<file path="config.mk">
export PLATFORM = sky130hd
export DESIGN_NAME = tcs_top
export DESIGN_NICKNAME = d
export VERILOG_FILES = /design/src/hdl/tcs_pkg.sv /design/src/hdl/tcs_sync.sv /design/src/hdl/tcs_top.sv
export SDC_FILE = /design/constraint.sdc
export NUM_CORES = 1
export LEC_CHECK = 0
export BUFFER_PORTS_ARGS = -buffer_cell sky130_fd_sc_hd__buf_2
export CORE_ASPECT_RATIO = 1.25
export CORE_MARGIN = 8
export CORE_UTILIZATION = 30
export CTS_CLUSTER_DIAMETER = 40
export DETAILED_ROUTE_END_ITERATION = 7
export RECOVER_POWER = 100
export SYNTH_ARGS = -nofsm -noshare
export SYNTH_HDL_FRONTEND = slang
export SYNTH_SLANG_ARGS = --single-unit
</file>
<file path="constraint.sdc">
create_clock -name clk -period 4.8 [get_ports clk]
set_input_delay 0.48 -clock clk [delete_from_list [all_inputs] [get_ports clk]]
set_output_delay 0.48 -clock clk [all_outputs]
set_load 0.01 [all_outputs]
</file>
<file path="src/hdl/tcs_pkg.sv">
// Shared constants of the ten-channel switch control block.
// Assumes a 200 MHz system clock and a 32-bit Avalon-MM register slave.

package tcs_pkg;

	// ******************************************************************
	// Sizes
	// ******************************************************************
	localparam int NCH        = 10;
	localparam int FRAME_BITS = 16;
	localparam int CMD_W      = 4;
	localparam int DSEL_W     = 3;
	localparam int BCNT_W     = 5;
	localparam int CNT_W      = 9;
	localparam int ADDR_W     = 8;
	localparam int IRQ_W      = 6;
	localparam int SYNC_W     = 7 * NCH + 5;

	// ******************************************************************
	// Timing
	// ******************************************************************
	localparam int CLK_PERIOD_PS = 5000;
	localparam int OVL_SLOW_NS   = 2000;
	localparam int OVL_FAST_NS   = 200;
	localparam logic [CNT_W-1:0] OVL_SLOW_CYC = CNT_W'(OVL_SLOW_NS * 1000 / CLK_PERIOD_PS);
	localparam logic [CNT_W-1:0] OVL_FAST_CYC = CNT_W'(OVL_FAST_NS * 1000 / CLK_PERIOD_PS);

	// ******************************************************************
	// Serial frame: command in the top nibble, argument in the low bits
	// ******************************************************************
	localparam int CMD_LSB = FRAME_BITS - CMD_W;
	localparam logic [CMD_W-1:0] CMD_NOP       = 4'h0;
	localparam logic [CMD_W-1:0] CMD_SET_OUT   = 4'h1;
	localparam logic [CMD_W-1:0] CMD_SET_SRC   = 4'h2;
	localparam logic [CMD_W-1:0] CMD_CLEAR     = 4'h3;
	localparam logic [CMD_W-1:0] CMD_READ_DIAG = 4'h4;
	localparam logic [BCNT_W-1:0] FRAME_CNT    = 5'h10;

	// Diagnosis flag groups
	localparam logic [DSEL_W-1:0] DSEL_OVL  = 3'h0;
	localparam logic [DSEL_W-1:0] DSEL_OTMP = 3'h1;
	localparam logic [DSEL_W-1:0] DSEL_OPEN = 3'h2;
	localparam logic [DSEL_W-1:0] DSEL_SGND = 3'h3;
	localparam logic [DSEL_W-1:0] DSEL_SBAT = 3'h4;

	// ******************************************************************
	// Register map (byte addresses)
	// ******************************************************************
	localparam logic [ADDR_W-1:0] REG_SRC      = 8'h00;
	localparam logic [ADDR_W-1:0] REG_SER_OUT  = 8'h04;
	localparam logic [ADDR_W-1:0] REG_FLT_OVL  = 8'h08;
	localparam logic [ADDR_W-1:0] REG_FLT_OTMP = 8'h0c;
	localparam logic [ADDR_W-1:0] REG_FLT_OPEN = 8'h10;
	localparam logic [ADDR_W-1:0] REG_FLT_SGND = 8'h14;
	localparam logic [ADDR_W-1:0] REG_FLT_SBAT = 8'h18;
	localparam logic [ADDR_W-1:0] REG_FLT_CLR  = 8'h1c;
	localparam logic [ADDR_W-1:0] REG_IRQ_STAT = 8'h20;
	localparam logic [ADDR_W-1:0] REG_IRQ_MASK = 8'h24;
	localparam logic [ADDR_W-1:0] REG_STATE    = 8'h28;
	localparam int STATE_EN_BIT = 16;

	// Interrupt status bits
	localparam int IRQ_OVL   = 0;
	localparam int IRQ_OTMP  = 1;
	localparam int IRQ_OPEN  = 2;
	localparam int IRQ_SGND  = 3;
	localparam int IRQ_SBAT  = 4;
	localparam int IRQ_FRAME = 5;

endpackage

</file>
<file path="src/hdl/tcs_sync.sv">
// Two-stage synchroniser for a bundle of asynchronous levels.
// Assumes every bit is an independent level; no bus coherency is kept.

`timescale 1ns/1ps

module tcs_sync #(
	parameter int W = 1
) (
	// Clock and reset
	input  wire logic         clk,
	input  wire logic         rst,
	// Levels
	input  wire logic [W-1:0] d,
	output logic      [W-1:0] q
);

	typedef struct packed {
		logic [W-1:0] s1;
		logic [W-1:0] s2;
	} tcs_sync_t;

	tcs_sync_t s;
	tcs_sync_t next_s;

	always_comb begin
		next_s    = s;
		next_s.s1 = d;
		next_s.s2 = s.s1;
		if (rst) begin
			next_s = '0;
		end
	end

	always_ff @(posedge clk) begin
		s <= next_s;
	end

	assign q = s.s2;

endmodule

</file>
<file path="src/hdl/tcs_top.sv">
// Control and protection logic of a ten-channel low-side switch.
// Assumes asynchronous pins on the serial port, parallel inputs and
// fault detectors; registers reached over Avalon-MM with waitrequest.
//
// Local design decisions: the register offsets and the Avalon-MM interface to the registers.

`timescale 1ns/1ps

module tcs_top
	import tcs_pkg::*;
#(
	parameter logic [CNT_W-1:0] SLOW_CYC = OVL_SLOW_CYC,
	parameter logic [CNT_W-1:0] FAST_CYC = OVL_FAST_CYC
) (
	// Clock and reset
	input  wire logic              clk,
	input  wire logic              rst,
	// Device pins
	input  wire logic              dev_rst_n,
	input  wire logic              en,
	input  wire logic [NCH-1:0]    par_in,
	// Serial port
	input  wire logic              spi_sclk,
	input  wire logic              spi_cs_n,
	input  wire logic              spi_si,
	output logic                   spi_so,
	output logic                   spi_so_oe_n,
	// Fault detectors
	input  wire logic [NCH-1:0]    det_ovc_low,
	input  wire logic [NCH-1:0]    det_ovc_high,
	input  wire logic [NCH-1:0]    det_otmp,
	input  wire logic [NCH-1:0]    det_open,
	input  wire logic [NCH-1:0]    det_sgnd,
	input  wire logic [NCH-1:0]    det_sbat,
	// Power stages
	output logic      [NCH-1:0]    stage_on,
	// Register bus
	input  wire logic [ADDR_W-1:0] avs_address,
	input  wire logic              avs_read,
	input  wire logic              avs_write,
	input  wire logic [31:0]       avs_writedata,
	input  wire logic [3:0]        avs_byteenable,
	output logic      [31:0]       avs_readdata,
	output logic                   avs_waitrequest,
	// Interrupt
	output logic                   irq
);

	// ******************************************************************
	// State
	// ******************************************************************
	typedef struct packed {
		logic [NCH-1:0]            src_ser;
		logic [NCH-1:0]            ser_out;
		logic [NCH-1:0]            f_ovl;
		logic [NCH-1:0]            f_otmp;
		logic [NCH-1:0]            f_open;
		logic [NCH-1:0]            f_sgnd;
		logic [NCH-1:0]            f_sbat;
		logic [NCH-1:0][CNT_W-1:0] ovl_cnt;
		logic [NCH-1:0]            gate;
		logic [FRAME_BITS-1:0]     sh;
		logic                      si_bit;
		logic [BCNT_W-1:0]         bit_cnt;
		logic                      cs_idle;
		logic                      sclk_q;
		logic                      cs_q;
		logic [DSEL_W-1:0]         rd_sel;
		logic                      rd_pend;
		logic [IRQ_W-1:0]          irq_stat;
		logic [IRQ_W-1:0]          irq_mask;
		logic                      irq;
		logic                      wait_req;
		logic [31:0]               rdata;
	} tcs_state_t;

	tcs_state_t s;
	tcs_state_t next_s;

	// ******************************************************************
	// Pin synchronisation
	// ******************************************************************
	logic [SYNC_W-1:0] sync_q;
	logic [NCH-1:0]    par_s;
	logic [NCH-1:0]    lo_s;
	logic [NCH-1:0]    hi_s;
	logic [NCH-1:0]    ot_s;
	logic [NCH-1:0]    op_s;
	logic [NCH-1:0]    sg_s;
	logic [NCH-1:0]    sb_s;
	logic              en_s;
	logic              rst_n_s;
	logic              sclk_s;
	logic              cs_n_s;
	logic              si_s;
	logic              dev_rst;

	tcs_sync #(
		.W (SYNC_W)
	) u_sync (
		.clk (clk),
		.rst (rst),
		.d   ({det_sbat, det_sgnd, det_open, det_otmp, det_ovc_high, det_ovc_low,
		       par_in, en, dev_rst_n, spi_sclk, spi_cs_n, spi_si}),
		.q   (sync_q)
	);

	assign {sb_s, sg_s, op_s, ot_s, hi_s, lo_s, par_s, en_s, rst_n_s, sclk_s, cs_n_s, si_s}
		= sync_q;

	// Pin reset acts like the system reset on every flop except those of the synchroniser
	assign dev_rst = rst | ~rst_n_s;

	// ******************************************************************
	// Helpers
	// ******************************************************************
	function automatic logic [31:0] wmerge(input logic [31:0] o, input logic [31:0] d,
		input logic [3:0] be);
		logic [31:0] r;
		r = o;
		for (int b = 0; b < 4; b++) begin
			if (be[b]) begin
				r[8*b +: 8] = d[8*b +: 8];
			end
		end
		return r;
	endfunction

	function automatic logic [NCH-1:0] diag_pick(input logic [DSEL_W-1:0] sel,
		input tcs_state_t st);
		logic [NCH-1:0] r;
		r = '0;
		if (sel == DSEL_OVL) begin
			r = st.f_ovl;
		end else if (sel == DSEL_OTMP) begin
			r = st.f_otmp;
		end else if (sel == DSEL_OPEN) begin
			r = st.f_open;
		end else if (sel == DSEL_SGND) begin
			r = st.f_sgnd;
		end else if (sel == DSEL_SBAT) begin
			r = st.f_sbat;
		end
		return r;
	endfunction

	function automatic logic [31:0] rd_word(input logic [ADDR_W-1:0] a, input tcs_state_t st,
		input logic en_lvl);
		logic [31:0] r;
		r = '0;
		if (a == REG_SRC) begin
			r[NCH-1:0] = st.src_ser;
		end else if (a == REG_SER_OUT) begin
			r[NCH-1:0] = st.ser_out;
		end else if (a == REG_FLT_OVL) begin
			r[NCH-1:0] = st.f_ovl;
		end else if (a == REG_FLT_OTMP) begin
			r[NCH-1:0] = st.f_otmp;
		end else if (a == REG_FLT_OPEN) begin
			r[NCH-1:0] = st.f_open;
		end else if (a == REG_FLT_SGND) begin
			r[NCH-1:0] = st.f_sgnd;
		end else if (a == REG_FLT_SBAT) begin
			r[NCH-1:0] = st.f_sbat;
		end else if (a == REG_IRQ_STAT) begin
			r[IRQ_W-1:0] = st.irq_stat;
		end else if (a == REG_IRQ_MASK) begin
			r[IRQ_W-1:0] = st.irq_mask;
		end else if (a == REG_STATE) begin
			r[NCH-1:0]      = st.gate;
			r[STATE_EN_BIT] = en_lvl;
		end
		return r;
	endfunction

	// ******************************************************************
	// Serial edges
	// ******************************************************************
	logic sclk_rise;
	logic sclk_fall;
	logic cs_fall;
	logic cs_rise;
	logic frame_ok;

	assign sclk_rise = sclk_s & ~s.sclk_q;
	assign sclk_fall = ~sclk_s & s.sclk_q;
	assign cs_fall   = ~cs_n_s & s.cs_q;
	assign cs_rise   = cs_n_s & ~s.cs_q;
	assign frame_ok  = cs_rise & (s.bit_cnt == FRAME_CNT);

	// ******************************************************************
	// Next state
	// ******************************************************************
	always_comb begin
		logic [31:0]    wm;
		logic [31:0]    wz;
		logic [NCH-1:0] clr;
		logic [NCH-1:0] ovl_set;
		logic [NCH-1:0] req;
		logic [IRQ_W-1:0] ev;
		logic [CNT_W-1:0] c;
		logic [CMD_W-1:0] cmd;
		wm      = '0;
		wz      = '0;
		clr     = '0;
		ovl_set = '0;
		req     = '0;
		ev      = '0;
		c       = '0;
		cmd     = s.sh[FRAME_BITS-1:CMD_LSB];

		next_s        = s;
		next_s.sclk_q = sclk_s;
		next_s.cs_q   = cs_n_s;

		// Bus slave: one wait cycle, read data captured as waitrequest drops
		next_s.wait_req = 1'b1;
		if ((avs_read || avs_write) && s.wait_req) begin
			next_s.wait_req = 1'b0;
			next_s.rdata    = rd_word(avs_address, s, en_s);
		end
		wm = wmerge(rd_word(avs_address, s, en_s), avs_writedata, avs_byteenable);
		wz = wmerge('0, avs_writedata, avs_byteenable);
		if (avs_write && !s.wait_req) begin
			if (avs_address == REG_SRC) begin
				next_s.src_ser = wm[NCH-1:0];
			end else if (avs_address == REG_SER_OUT) begin
				next_s.ser_out = wm[NCH-1:0];
			end else if (avs_address == REG_FLT_CLR) begin
				clr = wz[NCH-1:0];
			end else if (avs_address == REG_IRQ_MASK) begin
				next_s.irq_mask = wm[IRQ_W-1:0];
			end
		end

		// Serial slave: sample on rising, shift on falling, SO from the top bit
		if (cs_fall) begin
			next_s.sh      = s.rd_pend
				? {s.rd_sel, {(FRAME_BITS-DSEL_W-NCH){1'b0}}, diag_pick(s.rd_sel, s)}
				: {{(FRAME_BITS-NCH){1'b0}}, s.f_ovl | s.f_otmp};
			next_s.rd_pend = 1'b0;
			next_s.bit_cnt = '0;
			next_s.cs_idle = 1'b0;
		end else if (!cs_n_s) begin
			if (sclk_rise) begin
				next_s.si_bit = si_s;
				if (s.bit_cnt != FRAME_CNT) begin
					next_s.bit_cnt = s.bit_cnt + 1'b1;
				end
			end
			if (sclk_fall && s.bit_cnt != '0) begin
				next_s.sh = {s.sh[FRAME_BITS-2:0], s.si_bit};
			end
		end
		if (cs_rise) begin
			next_s.cs_idle = 1'b1;
		end
		// Only the last sixteen bits count, so longer chains pass through
		if (frame_ok) begin
			ev[IRQ_FRAME] = 1'b1;
			if (cmd == CMD_SET_OUT) begin
				next_s.ser_out = s.sh[NCH-1:0];
			end else if (cmd == CMD_SET_SRC) begin
				next_s.src_ser = s.sh[NCH-1:0];
			end else if (cmd == CMD_CLEAR) begin
				clr = clr | s.sh[NCH-1:0];
			end else if (cmd == CMD_READ_DIAG) begin
				next_s.rd_sel  = s.sh[DSEL_W-1:0];
				next_s.rd_pend = 1'b1;
			end
		end

		// Overload filter: high threshold counts to the shorter limit
		for (int i = 0; i < NCH; i++) begin
			c = s.ovl_cnt[i];
			if (s.gate[i] && (hi_s[i] || lo_s[i])) begin
				next_s.ovl_cnt[i] = c + 1'b1;
				if ((hi_s[i] && c >= FAST_CYC - 1'b1) || c >= SLOW_CYC - 1'b1) begin
					ovl_set[i]        = 1'b1;
					next_s.ovl_cnt[i] = '0;
				end
			end else begin
				next_s.ovl_cnt[i] = '0;
			end
		end

		// Latched flags: a new fault wins over a clear in the same cycle
		next_s.f_ovl  = (s.f_ovl & ~clr) | ovl_set;
		next_s.f_otmp = (s.f_otmp & ~clr) | ot_s;
		next_s.f_open = (s.f_open & ~clr) | op_s;
		next_s.f_sgnd = (s.f_sgnd & ~clr) | sg_s;
		next_s.f_sbat = (s.f_sbat & ~clr) | sb_s;

		// Parallel pin n feeds channel n unless serial control is chosen
		req         = (s.src_ser & s.ser_out) | (~s.src_ser & par_s);
		next_s.gate = {NCH{en_s}} & req & ~next_s.f_ovl & ~next_s.f_otmp;

		ev[IRQ_OVL]  = |(ovl_set & ~s.f_ovl);
		ev[IRQ_OTMP] = |(ot_s & ~s.f_otmp);
		ev[IRQ_OPEN] = |(op_s & ~s.f_open);
		ev[IRQ_SGND] = |(sg_s & ~s.f_sgnd);
		ev[IRQ_SBAT] = |(sb_s & ~s.f_sbat);
		if (avs_write && !s.wait_req && avs_address == REG_IRQ_STAT) begin
			next_s.irq_stat = (s.irq_stat & ~wz[IRQ_W-1:0]) | ev;
		end else begin
			next_s.irq_stat = s.irq_stat | ev;
		end
		next_s.irq = |(next_s.irq_stat & next_s.irq_mask);

		if (dev_rst) begin
			next_s          = '0;
			next_s.wait_req = 1'b1;
			next_s.cs_idle  = 1'b1;
			next_s.cs_q     = 1'b1;
		end
	end

	always_ff @(posedge clk) begin
		s <= next_s;
	end

	// ******************************************************************
	// Outputs
	// ******************************************************************
	assign stage_on        = s.gate;
	assign spi_so          = s.sh[FRAME_BITS-1];
	assign spi_so_oe_n     = s.cs_idle;
	assign avs_readdata    = s.rdata;
	assign avs_waitrequest = s.wait_req;
	assign irq             = s.irq;

	// ******************************************************************
	// Assertions
	// ******************************************************************
	// Channels whose overload counter sits one step before a trip
	logic [NCH-1:0] at_fast;
	logic [NCH-1:0] at_slow;

	always_comb begin
		at_fast = '0;
		at_slow = '0;
		for (int i = 0; i < NCH; i++) begin
			at_fast[i] = s.gate[i] && hi_s[i] && (s.ovl_cnt[i] == FAST_CYC - 1'b1);
			at_slow[i] = s.gate[i] && lo_s[i] && !hi_s[i] && (s.ovl_cnt[i] == SLOW_CYC - 1'b1);
		end
	end
endmodule

</file>
== After elaboration in Yosys (flattened, before gate mapping) ==
Cells that the tools add are included.

* Input bits: 123
* Register bits: 374
* Output and inout port bits: 46
* Word-level logic and storage cells: 314

* Reductions and logical operators: 72
* Bitwise operators: 62
* Magnitude comparators: 20
* Equal/unequal tests: 21
* Add/subtract/negate cells: 11
* Mux-type cells: 95

{| class="wikitable"
|+ Operators by type and width
! kind !! number
|-
| $mux 10 || 34
|-
| $and 10x10->10 || 15
|-
| $add 9x1->9 const B || 10
|-
| $ge 9x6->1 const B || 10
|-
| $ge 9x9->1 const B || 10
|-
| $not 10->10 || 9
|-
| $or 10x10->10 || 8
|-
| $mux 6 || 10
|-
| $reduce_or 10->1 || 5
|-
| $mux 16 || 3
|-
| $mux 20 || 2
|-
| $mux 1 || 37
|-
| $mux 33 || 1
|-
| $eq 8x5->1 const B || 4
|-
| $reduce_or 3->1 || 10
|-
| $eq 8x6->1 const B || 3
|-
| $logic_and 1x1->1 || 24
|-
| $mux 22 || 1
|-
| $logic_or 1x1->1 || 21
|-
| $not 1->1 || 19
|-
| $eq 8x4->1 const B || 2
|-
| $mux 8 || 2
|-
| $and 6x6->6 || 2
|-
| $or 6x6->6 || 2
|-
| 27 further kinds || 37
|}

== Logic depth before layout (Yosys ltp) ==
* Word-level depth: 17
* Gate-level depth with buffers: 10
* Depth with buffers taken out: 9

== Modules after synthesis ==
A second synthesis with hierarchy kept.

* Cell total of the unflattened synthesis: 1882
* Area, all modules: 16283.1 µm²

{| class="wikitable"
|+ Modules (own cells, without submodules)
! module !! area each (µm²) !! times used !! cells an instance !! sequential area each (µm²)
|-
| tcs_top || 11696.2 || 1 || 1491 || 4484.3
|-
| tcs_sync || 4586.9 || 1 || 391 || 3002.9
|}

== Least setup slack after synthesis ==
Ideal clock, no wire load.

* Path kind: input to register
* From: input port avs_address[1]
* To: register s (netlist bit irq)
* Stages: 9
* Setup time: 0.138 ns
* Required time: 4.662 ns
* Path buffers: 1
* Setup slack: 1.995 ns
* Data arrival time: 2.667 ns
* Cells stage by stage: or4_1 buf_2 nor3_4 nand2_1 a2111o_1 a222oi_1 o311a_1 a31o_1 a41oi_1

* Word-level cells in the longest chain between the ends: 17
* Elaborated cells between the ends (all ways): 28
* Classes of those cells: 9 x eq/ne; 15 x mux; 1 x bitwise; 3 x reduce/logical

{| class="wikitable"
|+ Ends and longest elaborated chain
! what !! line !! source
|-
| start: declaration || tcs_top.sv:38 || <nowiki>input wire logic [ADDR_W-1:0] avs_address,</nowiki>
|-
| $eq 8x6->1 || tcs_top.sv:165, tcs_top.sv:303 ||
|-
| $mux 6 || tcs_top.sv:165 || <nowiki>end else if (a == REG_IRQ_STAT) begin</nowiki>
|-
| $mux 10 || tcs_top.sv:163 || <nowiki>end else if (a == REG_FLT_SBAT) begin</nowiki>
|-
| $mux 10 || tcs_top.sv:161 || <nowiki>end else if (a == REG_FLT_SGND) begin</nowiki>
|-
| $mux 10 || tcs_top.sv:159 || <nowiki>end else if (a == REG_FLT_OPEN) begin</nowiki>
|-
| $mux 10 || tcs_top.sv:157 || <nowiki>end else if (a == REG_FLT_OTMP) begin</nowiki>
|-
| $mux 10 || tcs_top.sv:155 || <nowiki>end else if (a == REG_FLT_OVL) begin</nowiki>
|-
| $mux 10 || tcs_top.sv:153 || <nowiki>end else if (a == REG_SER_OUT) begin</nowiki>
|-
| $mux 10 || tcs_top.sv:151 || <nowiki>if (a == REG_SRC) begin</nowiki>
|-
| $mux 8 || tcs_top.sv:122 || <nowiki>if (be[b]) begin</nowiki>
|-
| $mux 6 || tcs_top.sv:231 || <nowiki>end else if (avs_address == REG_IRQ_MASK) begin</nowiki>
|-
| $mux 6 || tcs_top.sv:229 || <nowiki>end else if (avs_address == REG_FLT_CLR) begin</nowiki>
|-
| $mux 6 || tcs_top.sv:227 || <nowiki>end else if (avs_address == REG_SER_OUT) begin</nowiki>
|-
| $mux 6 || tcs_top.sv:225 || <nowiki>if (avs_address == REG_SRC) begin</nowiki>
|-
| $mux 6 || tcs_top.sv:224 || <nowiki>if (avs_write && !s.wait_req) begin</nowiki>
|-
| $and 6x6->6 (*) || tcs_top.sv:308 || <nowiki>next_s.irq = |(next_s.irq_stat & next_s.irq_mask);</nowiki>
|-
| $reduce_or 6->1 (*) || tcs_top.sv:308 ||
|-
| end signal: assignment || tcs_top.sv:319 || <nowiki>s <= next_s;</nowiki>
|-
| end: declaration || tcs_top.sv:77 || <nowiki>tcs_state_t s;</nowiki>
|}

Every way passes the cells marked *; elsewhere a longest branch is shown, timed or not.
A chain may end at the register's enable or synchronous reset.

== Worst setup path after layout ==
* From: input port avs_address[3]
* To: register s (netlist bit irq)

The elaborated chain is that of the path after synthesis.

==> metrics.md <==
| Metric | Value |
|---|---|
| Status | `completed` |
| Initial antenna violation count | `0` |
| Leak | `6.58 nW` |
| WHS Path Cells | `2` |
| GR met3 Demand/Resource | `3.65%` |
| Largest family of logic cells by synthesized area | `simple AND/OR/NAND/NOR gates` |
| Hold_buf cts | `0` |
| Critical path depth | `9` |
| Vias | `13313` |
| Post-CTS setup buffers | `0` |
| Total Wirelength | `~51000 um` |
| Multi-input logic area | `between 7000 and 8000 um^2` |
| Filler cells | `5274` |
| Compound-cell area share of the yosys netlist | `16.3%` |
| Final worst slack | `about 1.3 ns` |
| CTS tree | `done` |
| Yosys Warn Count | `0` |
| Final worst path period share | `73.4%` |
| Post-Place Worst Slack | `1.33 ns` |
| Post-Syn Area | `15700 um^2` |
| Initial drt markers | `1045` |
| Post-synth top area cell | `dfxtp_1` |
| GRT Util Overall | `16.8%` |
| RSZ-0062 raised after global routing | `no` |
| Met1 Use GR | `19.4%` |
| Number of synthesized register bits | `374` |
| Routed Antenna Nets | `0` |
| Main area contributors after synthesis | `dfxtp_1 (48%), nor2b_1 (6.9%), nor2_1 (6.3%)` |
| Fin Hold WS | `~0.093 ns` |
| CP Launch Type | `primary input` |
| Post-DR vias/cell | `5.10` |
| CTS Root Cell | `clkbuf_16` |
| CTS Sinks | `374` |
| Most common cell in the netlist | `dfxtp_1` |
| Placed Instances | `approximately 2500` |
| Starting density of the core | `between 30 and 40%` |
| GPL Wtd Cong | `0.945` |
| Relative slew slack | `15.6%` |
| Mux cell area share after synthesis | `~2.2%` |
| Simple-gate share of the synthesized area | `23.7%` |
| Critical Path RT | `5.24 ns` |
| Inserted Clock Buffers | `54` |
| Pin count of the biggest net entering global routing | `83` |
| Top FF cell, synth | `dfxtp_1` |
| Top cell type's share of synthesized area | `47.8%` |
| IO Port Bufs | `between 100 and 150` |
| HP Class | `primary input to register` |
| ANT cells | `0` |
| Register area | `approximately 7500 um^2` |
| Grt total ovfl | `0` |
| CTS resizes | `0` |
| Synth cell types | `74` |
| Power per Cell Area | `403 nW/um^2` |
| DPL Wire Length | `38300 um` |
| Post-synth EDFFs | `0` |
| Final Hold Fails | `0` |
| Core Box Area | `a little over 50000 um^2` |
| FP Rows | `between 90 and 100` |
| DIE AREA | `59900 um^2` |
| Final setup viols | `0` |
| Share of layout cells above drive strength 1 | `11.2%` |
| MaxCap Viol Count | `0` |
| Synth cell count leaders | `dfxtp_1 (374), nor2_1 (264), nor2b_1 (174)` |
| Synth Instances | `1794` |
| Final Max Slew Viols | `0` |
| DRT Pass-1 Iters | `5` |
| First-pass GRT wire length | `77800 um` |
| Post-route design area | `18600 um^2` |
| Routed WL per cell | `between 15 and 20 um` |
| Crit. End Element | `register` |
| Worst Skew | `0.0184 ns` |
| Worst-skew pair later-pin latency | `0.60 ns` |
| Seq/Total Area, Yosys | `47.8%` |
| CP max stage delay | `0.91 ns` |
| Actual slew at the worst max-slew pin | `1.26 ns` |
| Die height | `272 um` |
| Worst EP arrival | `about 4 ns` |
| Synth Area in Adders | `0.958%` |
| Clock slew at reported path FFs | `0.06 ns` |
| IO Pins | `169` |
| Syn avg cell area | `just under 9 um^2` |
| Nets | `2035` |
| Setup TNS | `0 ns` |
| Achievable Freq | `approximately 0.28 GHz` |
| Met2 usage | `28.4%` |
| CTS max path bufs | `3` |
| Worst path buffer plus inverter count | `1` |
| Synthesis-to-finish area growth | `18.6%` |
| Vias in the first global route | `13308` |
| Critical path peak fanout | `13` |
| XOR/XNOR share of the synthesized area | `4.13%` |
| Most used routing layer | `met2` |
| Tmin final | `3.52 ns` |
| Crit path max-delay family | `simple AND/OR/NAND/NOR gates` |
| CP max-delay cell | `nor3_1` |
| Final Non-Filler Cells | `2608` |
| Critical path, cell by cell | `clkbuf_1 > or4_1 > nor3_1 > nand2_1 > a2111o_1 > a222oi_1 > o311a_1 > a31o_1 > a41oi_1` |
| Asr flop ratio synth | `0%` |
| Worst Reg-to-Reg Cells | `8` |
| Max VDD drop | `about 0.27 mV` |
| DRC errors left | `0` |
| Die width | `220 um` |
| WS Path Type | `primary input to register` |
| H-tree Lvls | `2` |
| Cell Area, Placed | `16800 um^2` |
## cell usage in the layout (no fill, tap or decap), types with 12 or more instances in the layout
master	count
dfxtp_1	374
mux2i_1	31
xnor2_1	55
nand2_1	110
buf_4	12
nand3_1	58
conb_1	21
nor4_1	12
xor2_1	19
a211oi_1	15
nor2b_1	173
o22ai_1	15
o211ai_1	25
a32oi_1	20
nand2b_1	19
inv_1	54
nand4_1	20
clkbuf_1	39
a21oi_1	117
ha_1	12
nor2_1	264
and3_1	21
o21ai_0	68
nor3_1	29
clkbuf_16	54
buf_2	95
a22oi_1	15
## per-layer routing
| metal | share of wire, % | wire, um |
|---|---|---|
| met3 | 6.7 | 3400 |
| met2 | 47 | 24200 |
| met1 | 40 | 20500 |
| met4 | 6.1 | 3090 |
| met5 | 0 | 0 |
## layout make-up
class | instances | area share, %
Multi-Input combinational cell | 1278 | 40.4
Timing Repair Buffer | 138 | 3.67
Clock inverter | 33 | 2.33
Sequential cell | 374 | 40.3
Tap cell | 665 | 4.48
Inverter | 54 | 1.09
Clock buffer | 66 | 7.73
## worst paths after layout
path,start,slack [ns],to
max,avs_address[3],1.28,irq$_SDFF_PP0_
min,par_in[2],0.09,u_sync.s[82]$_SDFF_PP0_
max reg2reg,avs_waitrequest$_SDFF_PP1_,1.62,irq$_SDFF_PP0_
min reg2reg,u_sync.s[81]$_SDFF_PP0_,0.43,u_sync.q[6]$_SDFF_PP0_
## metrics by stage
step	util, %	total power (W)
after floorplan	-	0.00342
after global placement	32.6	0.00352
after detailed placement	32.6	0.00352
after CTS	36.2	0.00759
after global routing	36.1	0.00776
final	36.1	0.00748
## logic make-up after synthesis
family          Yosys count
flops                   374
simple gates            752
xor+xnor                 74
buf+inv                 162
fa+ha+maj                12
other cells               1
mux                      34
compound gates          385
## state kept, by name (all words and copies together), names as in the netlist
| register | count |
|---|---|
| irq | 1 |
| stage_on | 10 |
| avs_readdata | 11 |
| spi_so_oe_n | 1 |
| avs_waitrequest | 1 |
| u_sync.s | 75 |
| u_sync.q | 75 |
| spi_so | 1 |
| s | 199 |
## report_power, final
group	switching [W]	internal (W)	leakage [nW]
Sequential	0.0000358	0.00317	3.05
Combinational	0.000148	0.000101	2.64
Clock	0.00153	0.00249	0.893
Total	0.00172	0.00576	6.58
(Power assumes the default switching activity.)
